### config.mk
export PLATFORM = sky130hd
export DESIGN_NAME = ccc_clock_control
export DESIGN_NICKNAME = d
export VERILOG_FILES = /design/src/ccc_pkg.sv /design/src/ccc_clock_control.sv /design/src/ccc_strobe_div.sv
export VERILOG_INCLUDE_DIRS = /design/src /design/src/src
export SDC_FILE = /design/constraint.sdc
export NUM_CORES = 1
export LEC_CHECK = 0
export ABC_AREA = 1
export BUFFER_PORTS_ARGS = -buffer_cell sky130_fd_sc_hd__buf_2
export CAP_MARGIN = 30
export CORE_ASPECT_RATIO = 1.4
export CORE_UTILIZATION = 50
export DETAILED_ROUTE_END_ITERATION = 16
export PLACE_DENSITY = 0.72
export SKIP_LAST_GASP = 1
export SLEW_MARGIN = 20
export SYNTH_ARGS = -nofsm -noshare
export SYNTH_HDL_FRONTEND = slang
export SYNTH_SLANG_ARGS = --single-unit
### constraint.sdc
create_clock -name clock_in -period 3.45 [get_ports clock_in]
set_input_delay 0 -clock clock_in [delete_from_list [all_inputs] [get_ports clock_in]]
set_output_delay 0 -clock clock_in [all_outputs]
set_load 0.01 [all_outputs]
### src/ccc_clock_map.svh
`ifndef CCC_CLOCK_MAP_SVH
`define CCC_CLOCK_MAP_SVH

// ----------------------------------------
// register offsets
// ----------------------------------------
`define CCC_ADDR_ADC_ANALOG_ZERO 8'h0a
`define CCC_ADDR_RATES_ZERO 8'h14
`define CCC_ADDR_RATES_ONE 8'h15
`define CCC_ADDR_RATES_TWO 8'h16
`define CCC_ADDR_DAC_DIGITAL_ONE 8'h21

// ----------------------------------------
// field positions
// ----------------------------------------
`define CCC_BIT_MCLK_INVERT 15
`define CCC_BIT_SOURCE_SELECT 14
`define CCC_BIT_CORE_ENABLE 2
`define CCC_BIT_DSP_ENABLE 1
`define CCC_BIT_MCLK_HALVE 0
`define CCC_BIT_ADC_HIGH_OSR 0
`define CCC_BIT_DAC_DOUBLE_OSR 6
`define CCC_RATIO_MSB 13
`define CCC_RATIO_LSB 10
`define CCC_FS_MSB 2
`define CCC_FS_LSB 0

// ----------------------------------------
// reset values
// ----------------------------------------
`define CCC_RST_RATIO 4'h3
`define CCC_RST_FS 3'h5
`define CCC_RST_ADC_HIGH_OSR 1'b1
`define CCC_RST_OFF 1'b0

// ----------------------------------------
// timing
// ----------------------------------------
`define CCC_CLOCK_PERIOD_NS 20
`define CCC_MCLK_TIMEOUT_NS 2000
`define CCC_MCLK_TIMEOUT_CYCLES (`CCC_MCLK_TIMEOUT_NS / `CCC_CLOCK_PERIOD_NS)
`define CCC_OSR_LOW_SHIFT 6
`define CCC_OSR_HIGH_SHIFT 7

`endif

### src/ccc_pkg.sv
package ccc_pkg;

  typedef struct packed {
    logic [7:0] addr;
    logic [15:0] wdata;
    logic write;
    logic read;
  } ccc_bus_req_t;

  typedef struct packed {
    logic mclk_invert;
    logic source_select;
    logic core_enable;
    logic dsp_enable;
    logic mclk_halve;
    logic [3:0] ratio;
    logic [2:0] fs_select;
    logic dac_double;
    logic adc_high;
  } ccc_config_t;

  typedef enum logic {CCC_GATE_OFF, CCC_GATE_ON} ccc_gate_t;

endpackage

### src/ccc_clock_control.sv
`timescale 1ns/100ps
`include "ccc_clock_map.svh"
// Behaviour
// - source select chooses master clock or loop
// - invert bit complements master clock input
// - divide bit halves selected source
// - core clock gated by enable, reset off
// - enabled without master clock blocks access
// - clock rates two always accessible
// - fs select field, reset 101
// - one sample rate for both paths
// - ratio field codes 64 to 1536
// - decoder derives all divider settings
// - dac double oversample bit, reset 0
// - dsp clock gated from core clock
// - adc oversample bit, reset high
module ccc_clock_control (
  input wire logic clock_in,
  input wire logic reset_in,
  input wire logic mclk_in,
  input wire logic fll_clock_in,
  input ccc_pkg::ccc_bus_req_t bus_req_in,
  output logic [15:0] rdata_out,
  output logic access_fail_out,
  output logic core_clock_out,
  output logic dsp_clock_out,
  output logic mclk_present_out,
  output logic [2:0] sample_rate_out,
  output logic fs_strobe_out,
  output logic adc_mod_strobe_out,
  output logic dac_mod_strobe_out
);
  import ccc_pkg::*;

  ccc_config_t cfg;
  ccc_gate_t gate_core;
  ccc_gate_t gate_dsp;
  ccc_gate_t next_gate_core;
  ccc_gate_t next_gate_dsp;
  logic src;
  logic src_prev;
  logic src_rise;
  logic level;
  logic next_level;
  logic mclk_prev;
  logic [7:0] idle_count;
  logic blocked;
  logic reg_hit;
  logic dsp_tick;
  logic [10:0] fs_divisor;
  logic [10:0] divisors [3];
  logic [2:0] strobes;

  // ----------------------------------------
  // master clock presence
  // ----------------------------------------
  // a stopped master clock is judged after a fixed idle time
  always_ff @(posedge clock_in) begin
    if (reset_in) begin
      mclk_prev <= 1'b0;
      idle_count <= 8'h00;
    end else begin
      mclk_prev <= mclk_in;
      if (mclk_in != mclk_prev) begin
        idle_count <= 8'h00;
      end else if (idle_count < 8'(`CCC_MCLK_TIMEOUT_CYCLES)) begin
        idle_count <= idle_count + 8'h01;
      end
    end
  end

  assign mclk_present_out = idle_count < 8'(`CCC_MCLK_TIMEOUT_CYCLES);
  assign blocked = cfg.core_enable && !mclk_present_out;

  // ----------------------------------------
  // register bus
  // ----------------------------------------
  always_comb begin
    reg_hit = 1'b1;
    unique case (bus_req_in.addr)
      `CCC_ADDR_ADC_ANALOG_ZERO: reg_hit = 1'b1;
      `CCC_ADDR_RATES_ZERO: reg_hit = 1'b1;
      `CCC_ADDR_RATES_ONE: reg_hit = 1'b1;
      `CCC_ADDR_RATES_TWO: reg_hit = 1'b1;
      `CCC_ADDR_DAC_DIGITAL_ONE: reg_hit = 1'b1;
      default: reg_hit = 1'b0;
    endcase
  end

  always_ff @(posedge clock_in) begin
    if (reset_in) begin
      cfg.mclk_invert <= `CCC_RST_OFF;
      cfg.source_select <= `CCC_RST_OFF;
      cfg.core_enable <= `CCC_RST_OFF;
      cfg.dsp_enable <= `CCC_RST_OFF;
      cfg.mclk_halve <= `CCC_RST_OFF;
      cfg.ratio <= `CCC_RST_RATIO;
      cfg.fs_select <= `CCC_RST_FS;
      cfg.dac_double <= `CCC_RST_OFF;
      cfg.adc_high <= `CCC_RST_ADC_HIGH_OSR;
    end else if (bus_req_in.write) begin
      if (bus_req_in.addr == `CCC_ADDR_RATES_TWO) begin
        cfg.mclk_invert <= bus_req_in.wdata[`CCC_BIT_MCLK_INVERT];
        cfg.source_select <= bus_req_in.wdata[`CCC_BIT_SOURCE_SELECT];
        cfg.core_enable <= bus_req_in.wdata[`CCC_BIT_CORE_ENABLE];
        cfg.dsp_enable <= bus_req_in.wdata[`CCC_BIT_DSP_ENABLE];
      end else if (!blocked) begin
        unique case (bus_req_in.addr)
          `CCC_ADDR_ADC_ANALOG_ZERO: cfg.adc_high <= bus_req_in.wdata[`CCC_BIT_ADC_HIGH_OSR];
          `CCC_ADDR_RATES_ZERO: cfg.mclk_halve <= bus_req_in.wdata[`CCC_BIT_MCLK_HALVE];
          `CCC_ADDR_RATES_ONE: begin
            cfg.ratio <= bus_req_in.wdata[`CCC_RATIO_MSB:`CCC_RATIO_LSB];
            cfg.fs_select <= bus_req_in.wdata[`CCC_FS_MSB:`CCC_FS_LSB];
          end
          `CCC_ADDR_DAC_DIGITAL_ONE: cfg.dac_double <= bus_req_in.wdata[`CCC_BIT_DAC_DOUBLE_OSR];
          default: ;
        endcase
      end
    end
  end

  // blocked reads return zero; unmapped offsets read zero and do not fail
  always_ff @(posedge clock_in) begin
    if (reset_in) begin
      rdata_out <= 16'h0000;
      access_fail_out <= 1'b0;
    end else begin
      rdata_out <= 16'h0000;
      access_fail_out <= (bus_req_in.write || bus_req_in.read) && reg_hit && blocked
        && bus_req_in.addr != `CCC_ADDR_RATES_TWO;
      if (bus_req_in.read && (!blocked || bus_req_in.addr == `CCC_ADDR_RATES_TWO)) begin
        unique case (bus_req_in.addr)
          `CCC_ADDR_ADC_ANALOG_ZERO: rdata_out[`CCC_BIT_ADC_HIGH_OSR] <= cfg.adc_high;
          `CCC_ADDR_RATES_ZERO: rdata_out[`CCC_BIT_MCLK_HALVE] <= cfg.mclk_halve;
          `CCC_ADDR_RATES_ONE: begin
            rdata_out[`CCC_RATIO_MSB:`CCC_RATIO_LSB] <= cfg.ratio;
            rdata_out[`CCC_FS_MSB:`CCC_FS_LSB] <= cfg.fs_select;
          end
          `CCC_ADDR_RATES_TWO: begin
            rdata_out[`CCC_BIT_MCLK_INVERT] <= cfg.mclk_invert;
            rdata_out[`CCC_BIT_SOURCE_SELECT] <= cfg.source_select;
            rdata_out[`CCC_BIT_CORE_ENABLE] <= cfg.core_enable;
            rdata_out[`CCC_BIT_DSP_ENABLE] <= cfg.dsp_enable;
          end
          `CCC_ADDR_DAC_DIGITAL_ONE: rdata_out[`CCC_BIT_DAC_DOUBLE_OSR] <= cfg.dac_double;
          default: ;
        endcase
      end
    end
  end

  // ----------------------------------------
  // source, invert, halve
  // ----------------------------------------
  assign src = cfg.source_select ? fll_clock_in : (mclk_in ^ cfg.mclk_invert);
  assign src_rise = src && !src_prev;
  assign next_level = cfg.mclk_halve ? (src_rise ? !level : level) : src;

  // ----------------------------------------
  // glitch-free gates
  // ----------------------------------------
  // gate state only moves while the clock is low, so no pulse is ever cut short
  always_comb begin
    next_gate_core = gate_core;
    next_gate_dsp = gate_dsp;
    if (!next_level) begin
      next_gate_core = cfg.core_enable ? CCC_GATE_ON : CCC_GATE_OFF;
      next_gate_dsp = (cfg.core_enable && cfg.dsp_enable) ? CCC_GATE_ON : CCC_GATE_OFF;
    end
  end

  always_ff @(posedge clock_in) begin
    if (reset_in) begin
      src_prev <= 1'b0;
      level <= 1'b0;
      gate_core <= CCC_GATE_OFF;
      gate_dsp <= CCC_GATE_OFF;
      core_clock_out <= 1'b0;
      dsp_clock_out <= 1'b0;
    end else begin
      src_prev <= src;
      level <= next_level;
      gate_core <= next_gate_core;
      gate_dsp <= next_gate_dsp;
      core_clock_out <= next_level && next_gate_core == CCC_GATE_ON;
      dsp_clock_out <= next_level && next_gate_dsp == CCC_GATE_ON;
    end
  end

  // ----------------------------------------
  // sample rate decoder
  // ----------------------------------------
  function automatic logic [10:0] ratio_cycles(input logic [3:0] code);
    unique case (code)
      4'h0: ratio_cycles = 11'd64;
      4'h1: ratio_cycles = 11'd128;
      4'h2: ratio_cycles = 11'd192;
      4'h3: ratio_cycles = 11'd256;
      4'h4: ratio_cycles = 11'd384;
      4'h5: ratio_cycles = 11'd512;
      4'h6: ratio_cycles = 11'd768;
      4'h7: ratio_cycles = 11'd1024;
      4'h8: ratio_cycles = 11'd1408;
      4'h9: ratio_cycles = 11'd1536;
      default: ratio_cycles = 11'd256;
    endcase
  endfunction

  // one fs for both converters; modulator rates derived, never programmed
  assign sample_rate_out = cfg.fs_select;
  assign fs_divisor = ratio_cycles(cfg.ratio);
  assign divisors[0] = fs_divisor;
  assign divisors[1] = fs_divisor >> (cfg.adc_high ? `CCC_OSR_HIGH_SHIFT : `CCC_OSR_LOW_SHIFT);
  assign divisors[2] = fs_divisor >> (cfg.dac_double ? `CCC_OSR_HIGH_SHIFT : `CCC_OSR_LOW_SHIFT);
  assign dsp_tick = next_level && !level && next_gate_dsp == CCC_GATE_ON;

  genvar gi;
  generate
    for (gi = 0; gi < 3; gi++) begin : g_div
      ccc_strobe_div u_div (
        .clock_in(clock_in),
        .reset_in(reset_in),
        .tick_in(dsp_tick),
        .divisor_in(divisors[gi]),
        .strobe_out(strobes[gi])
      );
    end
  endgenerate

  assign fs_strobe_out = strobes[0];
  assign adc_mod_strobe_out = strobes[1];
  assign dac_mod_strobe_out = strobes[2];
endmodule

### src/ccc_strobe_div.sv
`timescale 1ns/100ps
// one-cycle strobe every divisor_in ticks; divisor zero behaves as one
module ccc_strobe_div (
  input wire logic clock_in,
  input wire logic reset_in,
  input wire logic tick_in,
  input wire logic [10:0] divisor_in,
  output logic strobe_out
);
  logic [10:0] count;
  logic [10:0] next_count;

  assign next_count = count + 11'h001;

  always_ff @(posedge clock_in) begin
    if (reset_in) begin
      count <= 11'h000;
      strobe_out <= 1'b0;
    end else if (tick_in) begin
      if (next_count >= divisor_in) begin
        count <= 11'h000;
        strobe_out <= 1'b1;
      end else begin
        count <= next_count;
        strobe_out <= 1'b0;
      end
    end else begin
      strobe_out <= 1'b0;
    end
  end
endmodule

* Word-level counts from Yosys, hierarchy flattened
Memory sizes are Yosys's and may differ from the RTL's. A register that Yosys moved wholly into a read port is not among the register bits. Index checks and enable logic that the tools add are counted.
Word-level totals: register bits 82, memory bits (read-only) 80, input bits 30, memories 1
Cells by class: $add $sub $neg 4, $lt $le $gt $ge 4, equality and inequality tests 7, shift-type cells 2, mux-type cells 20, bitwise operators 7, reductions and logical operators 29
Memory list:
- (name not given) | depth 16, width 5, rd ports 1, clocked after memory_dff 1, write ports 0, line ccc_clock_control.sv:194 | unique case (code)
Operators with widths (count):
- 11-bit by 1-bit adder with 11-bit output, second input constant | 3
- 11-bit >= comparator | 3
- 11-bit 2-to-1 mux | 3
- 8-bit by 5-bit == test with 1-bit output, second input constant | 3
- 11-bit by 3-bit right shift with 11-bit output | 2
- 4-bit AND reduction | 4
- 1-bit 2-to-1 mux | 13
- 1-bit logical AND | 11
- 3-bit OR reduction | 3
- 8-bit by 1-bit adder with 8-bit output, second input constant | 1
- 8-bit by 4-bit == test with 1-bit output, second input constant | 1
- 8-bit by 6-bit == test with 1-bit output, second input constant | 1
- 8-bit by 7-bit less-than comparator with 1-bit output, second input constant | 1
- 4-bit 2-to-1 mux | 2
- 8-bit by 5-bit != test with 1-bit output, second input constant | 1
- 1-bit NOT | 6
- 2-bit OR reduction | 3
- 5-bit OR reduction | 1
- 1-bit zero test | 4
- 2-bit case mux with 2 select lines | 1
- 1-bit case mux with 3 select lines | 1
- 1-bit logical OR | 2
- 2-bit AND reduction | 1
- 1-bit != test | 1
- 1-bit bitwise XOR | 1

* Longest topological paths before layout
word-level depth 9, depth in mapped cells 18, gate-level depth less buffers 18

* By module
Synthesis repeated with hierarchy kept, for this count alone.
Unflattened totals: cells, all modules 738, area total of the unflattened synthesis 5128.7 µm²
Modules (own cells, without submodules):
- ccc_strobe_div | instances 3, cells an instance 149, area an instance 1001.0 µm², sequential area each 240.2 µm²
- ccc_clock_control | instances 1, cells an instance 291, area an instance 2125.8 µm², sequential area each 900.9 µm²

* Worst setup path after synthesis
OpenSTA, ideal clock, no wires.
path type register -> register, start register g_div[0].u_div.count[0], end register g_div[0].u_div.count[0], library setup time 0.114 ns, arrival time 2.550 ns, required time 3.336 ns, slack 0.786 ns, cell stages (with the launch flop) 19, path buffers 0, path through dfxtp_1 > ha_1 > nand2_1 > inv_1 > nand2_1 > nor2_1 > nand3_1 > nor3_1 > xor2_1 > inv_1 > ha_1 > nand4_1 > or2_0 > nor3_1 > nand2_1 > nand2_1 > inv_2 > a21oi_1 > nor2_1
On the way: cells in the longest elaborated chain, start to end 3
RTL lines:
- start: declaration | line ccc_strobe_div.sv:10 | logic [10:0] count;
- start signal: assignment | line ccc_strobe_div.sv:24 | count <= next_count;
- 11-bit by 1-bit adder with 11-bit output (*) | line ccc_strobe_div.sv:13 | assign next_count = count + 11'h001;
- 11-bit >= comparator | line ccc_strobe_div.sv:20 | if (next_count >= divisor_in) begin
- 11-bit 2-to-1 mux (*) | line ccc_strobe_div.sv:20
Every way passes the cells marked *; elsewhere a longest branch is shown, timed or not. A chain may end at the register's enable or synchronous reset.

* Worst setup path in the final report
start register g_div[0].u_div.count[0], end register g_div[0].u_div.count[3]
Same word-level chain as after synthesis.

==> impl_metrics.json <==
{
  "slowest_stage": "dfxtp_1",
  "diodes": 0,
  "die_area_um2": 8983,
  "hold_class": "input port to flip-flop",
  "globalRouteMet2Util_pct": 39.55,
  "clock_latency_ps": 340,
  "syn-instance-count": 596,
  "ys_types": 42,
  "synth_flop_cell": "dfxtp_1",
  "use_met1_pct": 24.10,
  "drc": 0,
  "hold_viol_final": 0,
  "worstSetupStartpoint": "g_div[0].u_div.count[0]",
  "reg2reg_from": "g_div[0].u_div.count[0]",
  "cts_root_buf": "clkbuf_16",
  "worstPathRequired_ps": 3670,
  "finalSetupViolCount": 0,
  "wire_per_inst_um": 11.94,
  "min_from": "bus_req_in[1]",
  "ys_top_cells_by_area": "dfxtp_1 (38%), nand2_1 (9.5%), inv_1 (8.0%)",
  "seqCellArea_um2": 1622,
  "pwr-share-clk_pct": 49.3,
  "grt_pass1_wl_um": 15550,
  "fin_util_pct": 60.20,
  "syn_area_um2": 4302,
  "row_count": 39,
  "tightest_slew_ps": 883.4,
  "vdd_drop_max_mv": 0.3045,
  "max_stage_delay_ps": 380,
  "crit_path_cell_trace": "ha_1, nand2_1, inv_1, nand2_1, nor2_1, nand3_1, nor3_1, xor2_1, inv_1, ha_1, nand4_1, or2_0, nor3_1, nand2_1, nand2_1, inv_2, a21oi_1, nor2_1",
  "total_leakage_power_nw": 2.438,
  "synth_compound_area_share_pct": 10.91,
  "synthMuxAreaShare_pct": 0,
  "clock_skew_ps": 8.677,
  "yosysSeqAreaShare_pct": 37.70,
  "dp_hpwl_um": 6514,
  "min_period_ps": 3074,
  "avgSynthCellArea_um2": 7.217,
  "maxSlewHeadroom_pct": 41.04,
  "port_buffers": 43,
  "yosysWarnings": 0,
  "power.density_nw_per_um2": 403.9,
  "worst_setup_path_start_kind": "flip-flop",
  "die_w_um": 80.39,
  "cp.arrival_ps": 3300,
  "yosys.area_share.xor_xnor_pct": 4.276,
  "p_comb_share_pct": 3.7,
  "synthSimpleGateAreaFrac_pct": 29.67,
  "grt_pass1_vias": 3584,
  "drv_cap": 0,
  "p_sw_mw": 0.4630,
  "netlist.area_leader.share_pct": 37.70,
  "cts_resized": 0,
  "crit_path_max_fanout": 8,
  "grt_overflow": 0,
  "seqPwrFrac_pct": 47.0,
  "synth_common_cells": "nand2_1 (109), inv_1 (92), dfxtp_1 (81)",
  "die_height_um": 111.7,
  "ys_ff_latch": 81,
  "drive_above_1_share_pct": 14.75,
  "place_area_um2": 4546,
  "synth_most_common_cell": "nand2_1",
  "synth_fa_ha_area_share_pct": 5.817,
  "run_status": "finished clean",
  "grt.busiest_layer": "met2",
  "initial_utilization_pct": 52.16,
  "synth_top_area_cell": "dfxtp_1",
  "wl_um": 8992,
  "fin_cells": 753,
  "grt_max_degree": 26,
  "async_flop_share_pct": 0,
  "final_nets": 696,
  "num_vias": 3883,
  "crit_top_cell": "nand2_1",
  "area_growth_pct": 15.42,
  "cts_tree": "built",
  "final_cell_area_um2": 4965,
  "dr.pass1.iters": 5,
  "drt-vias-per-instance": 5.157,
  "antenna_found_initial": 0,
  "slew_violations": 0,
  "fin_crit_sh_pct": 89.11,
  "synth_enable_flop_cells": 0,
  "htreeDepth": 3,
  "fmax_mhz": 325.3,
  "power.share.switching_pct": 23.09,
  "numCtsBuffers": 9,
  "core_area_um2": 8247,
  "hold_slack_ps": 22.90,
  "p_int_mw": 1.542,
  "met3_usage_pct": 4.918,
  "place_congestion": 0.9434,
  "grt_usage_pct": 22.17,
  "setup_tns_ps": 0,
  "pin_count": 56,
  "multi_input_area_um2": 2202,
  "cts.sinks": 81,
  "numPlacedInstances": 726,
  "end_kind": "flip-flop",
  "antenna_left": 0,
  "synth_top_family_by_area": "simple AND/OR/NAND/NOR gates",
  "criticalPathCategory": "flip-flop to flip-flop",
  "cts_buffer_depth": 2,
  "rsz0062_at_grt": "false",
  "path_clk_slew_ps": 70,
  "initialDrtViolationCount": 196,
  "fillerInstances": 748
}
[cells in the final DEF (no fill, tap or decap), types with 3 or more instances in the layout]
cell,netlist,layout
inv_2,5,5
clkbuf_16,0,9
ha_1,20,20
nand4_1,8,8
dfxtp_1,81,81
nor2_2,4,4
o21ai_0,34,34
nand3_2,5,5
nor3_1,14,14
a21oi_1,40,40
nand2_1,109,109
o211ai_1,4,4
nand2_2,8,8
inv_1,92,92
nor2_1,57,57
nand3_1,44,44
xnor2_1,5,5
xor2_1,16,16
dlygate4sd3_1,0,11
buf_2,4,43
inv_6,0,3
conb_1,1,6
[power groups by stage]
stage / clock, mW / combinational, mW / sequential, mW
after floorplan: 0 / 0.0448 / 0.962
after global placement: 0 / 0.0623 / 0.963
after detailed placement: 0 / 0.0638 / 0.963
after CTS: 1.01 / 0.0737 / 0.942
after global routing: 1.04 / 0.0829 / 0.942
final: 0.989 / 0.0748 / 0.942
[metrics by stage]
stage                     setup WS [ps]  power, mW
after global routing              110.6      2.067
after floorplan                   786.2      1.007
final                             375.6      2.005
after global placement            551.9      1.025
after detailed placement          472.6      1.027
after CTS                         385.5      2.021
[final timing paths]
path	to	slack (ps)	cells after the start
worst max register to register	g_div[0].u_div.count[3]	380	18
worst min register to register	rdata_out[11]	430	2
worst max-delay path	g_div[0].u_div.count[3]	380	18
worst min-delay path	cfg[9]	20	3
[kinds of logic after synthesis]
kind of cell / count (synthesis)
compound gates: 87
xor+xnor: 21
fa+ha+maj: 20
buf+inv: 119
flops: 81
other cells: 1
simple gates: 267
[registers in the layout (all words and copies together) (netlist names), 3 cells and up]
| signal | count |
|---|---|
| g_div.u_div.strobe_out | 3 |
| rdata_out | 10 |
| fs_divisor | 5 |
| cfg | 11 |
| sample_rate_out | 3 |
| g_div.u_div.count | 33 |
| idle_count | 8 |
[metal layers]
layer | wire length (µm) | vias to the layer above
li1 | - | 1994
met1 | 3648 | 1762
met2 | 4673 | 102
met3 | 379 | 25
met4 | 291 | 0
met5 | 0 | -
[final cells by class]
class / instances / share of cell area [%]
timing repair buffer: 56 / 6.855
clock buffer: 9 / 4.536
tap: 102 / 2.571
multi-input combinational: 401 / 44.35
inverter: 97 / 7.334
sequential: 81 / 32.66
clock inverter: 7 / 1.689
[repair_timing]
item                                   in CTS  in global routing
buffers inserted                            0                  0
hold buffers                               11                  0
endpoints found under the hold margin      15                  0
[worst max-delay path: cells and delay by family, from the launching register on]
kind	cells	cell delay [ps]
AO/OA/AOI/OAI	1	130
XOR/XNOR	1	210
adder cells (fa/ha/maj)	2	500
buffers and inverters	3	260
flip-flops	1	380
AND/OR/NAND/NOR	11	1470
(Power assumes the default switching activity.)
